==> src/pkg/sipo_shifter_pkg.sv <==
// Constants shared by the serial-in parallel-out shifter and its output FIFO
package sipo_shifter_pkg;

   // ***************************************************************
   // Geometry
   // ***************************************************************
   localparam int STAGE_COUNT = 8;
   localparam logic [7:0] STAGES_RESET = 8'h00;
   localparam int SYNC_DEPTH = 2;

   // ***************************************************************
   // Output buffering
   // ***************************************************************
   localparam int FIFO_DEPTH = 16;
   localparam int FIFO_WIDTH = STAGE_COUNT;

   // ***************************************************************
   // Timing
   // ***************************************************************
   localparam int CORE_CLK_PERIOD_NS = 10;
   // Least time from clear release to the first honoured shift edge
   localparam int CLEAR_RECOVERY_NS = 20;
   localparam int CLEAR_RECOVERY_CYCLES =
      (CLEAR_RECOVERY_NS + CORE_CLK_PERIOD_NS - 1) / CORE_CLK_PERIOD_NS;
   localparam logic [3:0] RECOVERY_RESET = 4'h0;

endpackage

==> src/verilog/word_fifo.sv <==
// Parameterised flip-flop FIFO with valid and ready on both sides
`timescale 1ns/1ps
module word_fifo #(
   parameter int WIDTH = 8,
   parameter int DEPTH = 16
) (
   input wire logic i_core_clk, // Core clock
   input wire logic i_rst, // Synchronous reset, active high
   input wire logic i_valid, // Write side offers a word
   input wire logic [WIDTH-1:0] i_data, // Word to write
   output logic o_ready, // Space for a word
   output logic o_valid, // A word is available
   output logic [WIDTH-1:0] o_data, // Oldest word
   input wire logic i_ready, // Read side takes the word
   output logic [$clog2(DEPTH+1)-1:0] o_level // Words held
);
   localparam int PW = $clog2(DEPTH);
   localparam int CW = $clog2(DEPTH+1);

   typedef struct packed {
      logic [DEPTH-1:0][WIDTH-1:0] mem;
      logic [PW-1:0] wr_ptr;
      logic [PW-1:0] rd_ptr;
      logic [CW-1:0] count;
   } fifo_state_type;

   fifo_state_type st_q;
   fifo_state_type st_d;
   logic do_wr;
   logic do_rd;

   assign o_ready = (st_q.count != CW'(DEPTH));
   assign o_valid = (st_q.count != '0);
   assign o_data = st_q.mem[st_q.rd_ptr];
   assign o_level = st_q.count;
   assign do_wr = i_valid & o_ready;
   assign do_rd = i_ready & o_valid;

   always_comb
   begin
      st_d = st_q;
      if (do_wr)
      begin
         st_d.mem[st_q.wr_ptr] = i_data;
         st_d.wr_ptr = (st_q.wr_ptr == PW'(DEPTH - 1)) ? '0 : PW'(st_q.wr_ptr + 1'b1);
      end
      if (do_rd)
      begin
         st_d.rd_ptr = (st_q.rd_ptr == PW'(DEPTH - 1)) ? '0 : PW'(st_q.rd_ptr + 1'b1);
      end
      if (do_wr && !do_rd)
      begin
         st_d.count = CW'(st_q.count + 1'b1);
      end
      else if (do_rd && !do_wr)
      begin
         st_d.count = CW'(st_q.count - 1'b1);
      end
   end

   always_ff @(posedge i_core_clk)
   begin
      if (i_rst)
      begin
         st_q <= '0;
      end
      else
      begin
         st_q <= st_d;
      end
   end

endmodule // word_fifo

==> src/verilog/sipo_shifter.sv <==
// Eight-stage serial-in parallel-out shifter sampled from pins, with output word FIFO
`timescale 1ns/1ps
module sipo_shifter #(
   parameter int STAGES = sipo_shifter_pkg::STAGE_COUNT,
   parameter int DEPTH = sipo_shifter_pkg::FIFO_DEPTH
) (
   input wire logic i_core_clk, // Core clock, 100 MHz
   input wire logic i_rst, // Synchronous reset, active high
   input wire logic i_shift_clock, // Shift clock pin, rising edge active
   input wire logic i_clear_n, // Clear pin, active low
   input wire logic i_serial_a, // Serial data input A
   input wire logic i_serial_b, // Serial data input B
   output logic [STAGES-1:0] o_stage_outputs, // Parallel stage outputs
   output logic o_stage_out_first, // First stage output
   output logic o_clearing, // Clear seen active
   output logic o_overrun, // Pulse: shift edge dropped, FIFO full
   output logic o_word_valid, // Captured word available
   output logic [STAGES-1:0] o_word_data, // Oldest captured word
   input wire logic i_word_ready, // Downstream takes the word
   output logic [$clog2(DEPTH+1)-1:0] o_word_level // Words waiting
);

   // ***************************************************************
   // State
   // ***************************************************************
   // Pins in synchroniser order: shift clock, clear, serial A, serial B
   localparam int PINS = 4;

   typedef struct packed {
      logic [PINS-1:0][sipo_shifter_pkg::SYNC_DEPTH-1:0] pin_sync;
      logic clk_prev;
      logic a_prev;
      logic b_prev;
      logic [STAGES-1:0] stages;
      logic [3:0] recovery;
      logic push_valid;
      logic [STAGES-1:0] push_data;
      logic overrun;
   } shifter_state_type;

   shifter_state_type st_q;
   shifter_state_type st_d;

   logic clk_s;
   logic clr_n_s;
   logic a_s;
   logic b_s;
   logic shift_edge;
   logic fifo_ready;
   logic stall;
   logic serial_bit;
   logic clear_active;
   logic recovering;
   logic edge_open;
   logic take_edge;
   logic drop_edge;
   logic [PINS-1:0] pin_raw;
   logic [PINS-1:0] pin_s;
   logic [PINS-1:0][sipo_shifter_pkg::SYNC_DEPTH-1:0] sync_d;
   logic [STAGES-1:0] shifted;

   localparam int TOP = sipo_shifter_pkg::SYNC_DEPTH - 1;
   localparam logic [3:0] RECOVERY_LOAD = 4'(sipo_shifter_pkg::CLEAR_RECOVERY_CYCLES);

   // ***************************************************************
   // Pin conditioning
   // ***************************************************************
   // Bit order fixes which synchroniser serves which pin
   assign pin_raw = {i_serial_b, i_serial_a, i_clear_n, i_shift_clock};

   // Two flops per pin; only the last one is looked at by any logic
   for (genvar p = 0; p < PINS; p++)
   begin : g_sync
      assign sync_d[p] = {st_q.pin_sync[p][TOP-1:0], pin_raw[p]};
      assign pin_s[p] = st_q.pin_sync[p][TOP];
   end

   assign {b_s, a_s, clr_n_s, clk_s} = pin_s;

   // The pin clock is oversampled, so it must stay well below the core rate
   assign shift_edge = clk_s & ~st_q.clk_prev;

   // A word still waiting for FIFO space blocks the next shift
   assign stall = st_q.push_valid & ~fifo_ready;

   // gated serial entry
   // Data synchronised one sample before the edge, as it stood prior to it
   assign serial_bit = st_q.a_prev & st_q.b_prev;

   // ***************************************************************
   // Stage shifting
   // ***************************************************************
   // one place up
   // Stage zero takes the gated bit, every other stage its lower neighbour
   for (genvar s = 0; s < STAGES; s++)
   begin : g_stage
      if (s == 0)
      begin : g_entry
         assign shifted[s] = serial_bit;
      end
      else
      begin : g_move
         assign shifted[s] = st_q.stages[s-1];
      end
   end

   // ***************************************************************
   // Edge decode
   // ***************************************************************
   // clear overrides
   assign clear_active = ~clr_n_s;
   // Edges inside the recovery time after clear are not honoured
   assign recovering = (st_q.recovery != 4'h0);
   assign edge_open = shift_edge & ~clear_active & ~recovering;
   // Dropping the edge keeps stages and FIFO contents consistent
   assign take_edge = edge_open & ~stall;
   assign drop_edge = edge_open & stall;

   // ***************************************************************
   // Next state
   // ***************************************************************
   always_comb
   begin
      st_d = st_q;
      st_d.pin_sync = sync_d;
      st_d.clk_prev = clk_s;
      st_d.a_prev = a_s;
      st_d.b_prev = b_s;
      st_d.overrun = 1'b0;
      if (fifo_ready)
      begin
         st_d.push_valid = 1'b0;
      end
      if (clear_active)
      begin
         st_d.stages = sipo_shifter_pkg::STAGES_RESET[STAGES-1:0];
         st_d.recovery = RECOVERY_LOAD;
      end
      else if (recovering)
      begin
         st_d.recovery = 4'(st_q.recovery - 4'h1);
      end
      if (drop_edge)
      begin
         st_d.overrun = 1'b1;
      end
      if (take_edge)
      begin
         st_d.stages = shifted;
         // The word waits here until the FIFO has room for it
         st_d.push_valid = 1'b1;
         st_d.push_data = shifted;
      end
   end

   // ***************************************************************
   // Registers
   // ***************************************************************
   // Sync reset holds clear active, so recovery runs before the first edge
   always_ff @(posedge i_core_clk)
   begin
      if (i_rst)
      begin
         st_q.pin_sync <= '0;
         st_q.clk_prev <= 1'b0;
         st_q.a_prev <= 1'b0;
         st_q.b_prev <= 1'b0;
         st_q.stages <= sipo_shifter_pkg::STAGES_RESET[STAGES-1:0];
         st_q.recovery <= sipo_shifter_pkg::RECOVERY_RESET;
         st_q.push_valid <= 1'b0;
         st_q.push_data <= '0;
         st_q.overrun <= 1'b0;
      end
      else
      begin
         st_q <= st_d;
      end
   end

   // ***************************************************************
   // Outputs
   // ***************************************************************
   // parallel stage outputs
   assign o_stage_outputs = st_q.stages;
   assign o_stage_out_first = st_q.stages[0];
   assign o_clearing = ~clr_n_s;
   assign o_overrun = st_q.overrun;

   // ***************************************************************
   // Output word buffer
   // ***************************************************************
   // Clear leaves words already captured in the FIFO
   word_fifo #(
      .WIDTH(STAGES),
      .DEPTH(DEPTH)
   ) u_word_fifo (
      .i_core_clk(i_core_clk),
      .i_rst(i_rst),
      .i_valid(st_q.push_valid),
      .i_data(st_q.push_data),
      .o_ready(fifo_ready),
      .o_valid(o_word_valid),
      .o_data(o_word_data),
      .i_ready(i_word_ready),
      .o_level(o_word_level)
   );

endmodule // sipo_shifter

==> config.mk <==
export PLATFORM = sky130hd
export DESIGN_NAME = sipo_shifter
export DESIGN_NICKNAME = d
export VERILOG_FILES = /design/src/pkg/sipo_shifter_pkg.sv /design/src/verilog/word_fifo.sv /design/src/verilog/sipo_shifter.sv
export SDC_FILE = /design/constraint.sdc
export NUM_CORES = 1
export LEC_CHECK = 0
export BUFFER_PORTS_ARGS = -buffer_cell sky130_fd_sc_hd__buf_2
export CAP_MARGIN = 25
export CORE_MARGIN = 2
export CORE_UTILIZATION = 56
export DETAILED_ROUTE_END_ITERATION = 10
export PLACE_DENSITY = 0.8
export RECOVER_POWER = 25
export SLEW_MARGIN = 20
export SYNTH_ARGS = -nofsm -noshare
export SYNTH_HDL_FRONTEND = slang
export SYNTH_HIERARCHICAL = 1
export SYNTH_SLANG_ARGS = --single-unit
==> constraint.sdc <==
create_clock -name i_core_clk -period 2.8 [get_ports i_core_clk]
set_input_delay 0.28 -clock i_core_clk [delete_from_list [all_inputs] [get_ports i_core_clk]]
set_output_delay 0.28 -clock i_core_clk [all_outputs]
set_load 0.005 [all_outputs]
==> metrics, run 1 <==
DP Wirelength=10990 microns; syn nets=746; Pleak=2.867 nW; RSZ-0062 raised after global routing=false; hold slack=0.06458 ns; period utilization=0.9635; vias per std cell=5.998; Ys Warns=6; Hold Path Class=primary input to flop; Syn Inst Count=729; number of synthesized flops with an enable pin=0; Setup Viol. Count Final=0; CP endpoint kind=flop; max_cap viols=0; peak supply drop=441.0 uV; Die Height=122.7 microns; Inserted Diodes=0; share of the core filled with cells=0.6295; TritonCTS clock tree=built; P&R area growth vs syn=10.31%; min Tclk post-route=2.698 ns; total power=5.772 mW; Placer Congestion=0.8122; Final Hold Viols=0; clock latency on the worst-skew pair=0.42 ns; # port buffers=31; Max clock buf depth=2; skew final=0.007401 ns; Fmax=0.3707 GHz; DRC Markers=0; async set or reset register ratio after synthesis=0; Worst EP required=3.10 ns; TNS Setup=0 ns; status=finished clean; Die ar.=15060 sq um; global-route wire length before repair=27640 microns; FP Rows=43; finished layout cell area=8705 sq um; sequential cell area fraction in the yosys report=0.4414; vias in the first global route=5595; initial antenna violation count=0; Layout fillers=1034; Placed Area=8129 sq um; Die X=122.7 microns; Tightest Pin Transition=1.337 ns; slew margin rel.=0.1085; Main synth FF type=dfxtp_1; Pwr Density=663.1 nW/um^2; Sink Count=174; CP Launch Type=flop; Multi-input gate area=4083 sq um; pre-CTS setup slack=0.03344 ns; Synth Cell Area=7891 sq um; via count=5554; number of synthesized register bits=174; # IOs=32; CTS Buf Count=17; Layout Cells excl Fill=926; placed cells=894; initial DRC count=425; Avg Inst Size Synth=10.82 sq um; Routed WL=17010 microns; setup ws final=0.1022 ns; crit path kind=flop to flop; GRT Total Usage=0.2394; maximum number of pins on one net before global-route repair=73; CP max FO=5; Wirelength per Cell=18.37 microns; # H-tree levels=4; Slew Limit Fails=0; layout cell share with drive strength beyond 1=0.1917; Hold-fix buffers, CTS=0; Nets=750; GRT overflow=0; area of the core=13830 sq um; Worst Path Arrival=3.00 ns; Starting Density=0.5707; Register Area=3486 sq um; post-route ant nets=0; CTS Root Cell=clkbuf_16; drt pass-1 iters=5; Worst-path clk slew=0.06 ns; Synth cell types=52
-- cells in the mapped netlist, types with 3 or more instances --
master     instances  area (sq um)
dfxtp_1          174          3483
nor2_1           146         548.0
mux2i_1          139          1391
clkbuf_1          37         138.9
mux4_2            32         720.7
nand2b_1          19         118.9
nand2_1           18         67.56
a21oi_1           17         85.08
a22oi_1           16         120.1
buf_4             16         120.1
nor2b_1           16         100.1
ha_1               9         112.6
a211oi_4           8         160.2
o31ai_1            8         60.06
nand4_1            7         43.79
buf_2              6         30.03
buf_1              5         18.77
a2111oi_4          4         110.1
a211oi_2           4         50.05
a31oi_1            4         25.02
inv_1              4         15.01
nor3_1             3         15.01
-- final cells by class --
type,count,share of cell area
Multi-Input combinational cell,485,0.4690
Inverter,4,0.001725
Clock inverter,10,0.01279
Tap cell,180,0.02587
Clock buffer,22,0.05333
Timing Repair Buffer,51,0.03680
Sequential cell,174,0.4005
-- per-layer routing --
metal	global-route usage	vias up	routed length [microns]
li1	-	2572	-
met1	0.2909	2776	7115
met2	0.3995	168	8677
met3	0.04182	38	707
met4	0.1379	0	510
met5	0	-	0
-- power by group --
part | internal [mW] | total (mW) | switching [mW]
logic | 0.364 | 0.925 | 0.561
clock network | 1.36 | 2.29 | 0.936
registers | 2.52 | 2.55 | 0.0373
-- what timing repair did --
action                     4_1_cts  5_1_grt
buffers inserted                 0        0
gates resized for setup          0        6
setup endpoints to repair        0        2
-- worst paths after layout --
kind | from | depth (start not counted) | end | slack (ns)
setup / recovery | u_word_fifo/o_level[2]$_SDFFE_PP0P_ | 9 | u_word_fifo/o_level[3]$_SDFFE_PP0P_ | 0.10
hold / removal | i_clear_n | 2 | st_d[28]$_SDFF_PP0_ | 0.06
setup reg to reg | u_word_fifo/o_level[2]$_SDFFE_PP0P_ | 9 | u_word_fifo/o_level[3]$_SDFFE_PP0P_ | 0.10
hold reg to reg | st_d[28]$_SDFF_PP0_ | 1 | clr_n_s$_SDFF_PP0_ | 0.44
-- layout by cell type (no fill, tap or decap), types with 7 or more instances in the layout --
cell	count
a211oi_4	8
a21oi_1	15
a22oi_1	16
buf_2	28
buf_4	16
clkbuf_1	7
clkbuf_16	17
dfxtp_1	172
ha_1	7
mux2i_1	139
mux4_2	32
nand2_1	18
nand2b_1	19
nand4_1	7
nor2_1	146
nor2b_1	16
o31ai_1	8
-- sequential cells by signal, summed over array words and instances (netlist names) --
| register | flops |
|---|---|
| a_s | 1 |
| o_overrun | 1 |
| u_word_fifo/o_level | 5 |
| clk_s | 1 |
| st_d | 4 |
| o_stage_outputs | 8 |
| clr_n_s | 1 |
| st_q | 16 |
| u_word_fifo/st_q | 136 |
| b_s | 1 |
-- cell families after synthesis --
group	Yosys count	synth area share
and+or+nand+nor	228	0.1352
DFF	174	0.4414
muxes	173	0.2710
AOI/OAI and AO/OA	70	0.08625
buffers and inverters	70	0.04487
adders and majority gates	10	0.01681
xor gates and xnor gates	4	0.004440
-- critical path, cell delays in order (launching register included) --
cell     delay [ns]
dfxtp_1        0.37
or4_2          0.66
o21ai_2        0.16
ha_2           0.21
inv_2          0.08
ha_1           0.28
a21o_2         0.22
a21oi_2        0.15
nor4_1         0.06
or3_1          0.38
(Power assumes the default switching activity.)
==> inputs of run 2 (changes only) <==
--- a/config.mk
+++ b/config.mk
@@ -12,6 +12,7 @@
 export DETAILED_ROUTE_END_ITERATION = 10
 export PLACE_DENSITY = 0.8
 export RECOVER_POWER = 25
+export REMOVE_ABC_BUFFERS = 1
 export SLEW_MARGIN = 20
 export SYNTH_ARGS = -nofsm -noshare
 export SYNTH_HDL_FRONTEND = slang
==> metrics, run 2 (synthesis results as in run 1) <==
FP Rows=43 (unchanged); Sw Share=0.2751 (+0.009172); Pwr Density=662.3 nW/um^2 (-0.12%); vias per std cell=5.918 (-1.3%); Routed WL=17090 microns (+0.49%); Layout fillers=1076 (+4.1%); P&R area growth vs syn=9.814%; finished layout cell area=8666 sq um (-0.45%); commonest non-fill, non-tap cell in the layout=dfxtp_1; via count=5504 (-0.90%); commonest non-fill, non-tap cells in the layout=dfxtp_1, nor2_1, mux2i_1, mux4_2, buf_2; Sink Count=174 (unchanged); Clock power frac=0.391 (-0.006); # port buffers=31 (unchanged); hold path depth=2 (unchanged); CP endpoint kind=flop; NetSw=1.579 mW (+2.9%); Inserted Diodes=0 (unchanged); peak supply drop=451.3 uV (+2.3%); Fmax=0.3632 GHz (-2.0%); period utilization=0.9834 (+0.01987); drt pass-1 iters=8 (+3); skew final=0.008955 ns (+0.001553 ns); postcts setup bufs=0 (unchanged); Critical path buffers and inverters=1 (unchanged); Worst-path clk slew=0.06 ns (about the same); path depth of the worst reg2reg path=9 (unchanged); CP Launch Type=flop; Die Height=122.7 microns (unchanged); Max clock buf depth=2 (unchanged); max_cap viols=0 (unchanged); RSZ-0062 raised after global routing=false; sequential power share=0.449 (+0.007); Comb pwr share=0.160 (about the same); CTS Root Cell=clkbuf_16; Wirelength per Cell=18.38 microns (about the same); Setup Viol. Count Final=0 (unchanged); vias in the first global route=5489 (-1.9%); CP max stage cell=or4_2; GRT Total Usage=0.2420 (+0.002638); Worst EP required=3.17 ns (+0.07 ns); CTS Buf Count=17 (unchanged); hold endpoint=st_d[26]$_SDFF_PP0_; Pleak=2.843 nW (-0.82%); CP max FO=5 (unchanged); Largest register FFs=136 (unchanged); TritonCTS clock tree=built; Int Power=4.161 mW (-1.8%); flop2flop setup slack=0.05 ns (-0.06 ns); Placed Area=8149 sq um (+0.25%); # IOs=32 (unchanged); HP Start=i_shift_clock; Tightest Pin Transition=1.130 ns (-0.2071 ns); crit-path cells=or4_2 > o21ai_2 > ha_2 > inv_2 > ha_1 > a21o_2 > a21oi_1 > nor4bb_1 > or3_1; Die X=122.7 microns (unchanged); Hold-fix buffers, CTS=0 (unchanged); delay-heaviest family, CP=simple AND/OR/NAND/NOR gates; crit path kind=flop to flop; maximum number of pins on one net before global-route repair=63 (-14%); status=finished clean; Placer Congestion=0.8802 (+8.4%); initial antenna violation count=1 (+1); Nets=755 (+0.67%); min Tclk post-route=2.753 ns (+0.05562 ns); # H-tree levels=4 (unchanged); area of the core=13830 sq um (unchanged); clock latency on the worst-skew pair=0.43 ns (about the same); initial DRC count=471 (+11%); largest register by flop count=u_word_fifo/st_q; Worst Path Arrival=3.13 ns (+0.13 ns); GRT overflow=0 (unchanged); Hold Path Class=primary input to flop; slew margin rel.=0.2465 (+0.1381); DRC Markers=0 (unchanged); Final Hold Viols=0 (unchanged); DP Wirelength=11630 microns (+5.8%); global-route wire length before repair=27960 microns (+1.1%); layout cell share with drive strength beyond 1=0.1853 (-0.006356); post-route ant nets=0 (unchanged); Starting Density=0.5707 (unchanged); Die ar.=15060 sq um (unchanged); CP max stage delay=0.72 ns (+0.06 ns); Slew Limit Fails=0 (unchanged); Crit Reg-Reg Startpoint=u_word_fifo/o_level[0]$_SDFFE_PP0P_; FF-to-FF End=u_word_fifo/o_level[3]$_SDFFE_PP0P_; TNS Setup=0 ns (unchanged)
-- run 2: cell type report --
class / count / area (sq um) / area share
clock buffer: 19 / 452.9 / 0.05227
sequential: 174 / 3485 / 0.4021
tap: 180 / 225.2 / 0.02599
clock inverter: 12 / 112.6 / 0.01299
inverter: 4 / 15.01 / 0.001733
timing repair buffer: 56 / 334.1 / 0.03855
multi-input combinational: 485 / 4041 / 0.4664
-- run 2: metal layers --
layer | up-vias | share of wire | GRT usage
met5 | - | 0 | 0
met4 | 0 | 0.029 | 0.1006
met3 | 37 | 0.056 | 0.05437
met2 | 203 | 0.48 | 0.3864
met1 | 2686 | 0.44 | 0.3176
li1 | 2578 | - | -
-- run 2: through the flow --
step | instances | setup slack [ns] | util | power [mW] | hold slack (ns)
after CTS | 930 | 0.01955 | 0.6305 | 5.789 | 0.05338
after global placement | 899 | 0.1355 | 0.5894 | 3.531 | 0.4179
after global routing | 930 | 0.008683 | 0.6267 | 5.952 | 0.06312
after floorplan | 663 | -0.9068 | - | 3.227 | 0.3491
after detailed placement | 899 | -0.01228 | 0.5894 | 3.562 | 0.4330
final | 930 | 0.04656 | 0.6267 | 5.739 | 0.05563
-- run 2: what timing repair did --
action	4_1_cts	5_1_grt
endpoints found under the setup margin	1	2
pin swaps	0	0
resized for setup	1	5
-- run 2: worst max path at each step --
| stage | from | end | slack [ns] | cells after the start |
|---|---|---|---|---|
| global route | u_word_fifo/o_level[0]$_SDFFE_PP0P_ | u_word_fifo/o_level[3]$_SDFFE_PP0P_ | 0.009 | 9 |
| global placement | u_word_fifo/o_level[0]$_SDFFE_PP0P_ | u_word_fifo/o_level[4]$_SDFFE_PP0P_ | 0.14 | 9 |
| CTS | u_word_fifo/o_level[0]$_SDFFE_PP0P_ | u_word_fifo/o_level[4]$_SDFFE_PP0P_ | 0.02 | 9 |
| floorplan | u_word_fifo/o_level[0]$_SDFFE_PP0P_ | u_word_fifo/o_level[4]$_SDFFE_PP0P_ | -0.91 | 9 |
| finish | u_word_fifo/o_level[0]$_SDFFE_PP0P_ | u_word_fifo/o_level[3]$_SDFFE_PP0P_ | 0.05 | 9 |
| detailed placement | u_word_fifo/o_level[0]$_SDFFE_PP0P_ | u_word_fifo/o_level[4]$_SDFFE_PP0P_ | -0.01 | 9 |
-- run 2: power groups by stage --
stage | clock network (mW) | logic [mW] | registers [mW]
3_5_place_dp | 0 | 0.930 | 2.63
2_1_floorplan | 0 | 0.451 | 2.78
6_report | 2.24 | 0.918 | 2.58
3_3_place_gp | 0 | 0.903 | 2.63
5_1_grt | 2.38 | 0.987 | 2.58
4_1_cts | 2.28 | 0.937 | 2.58
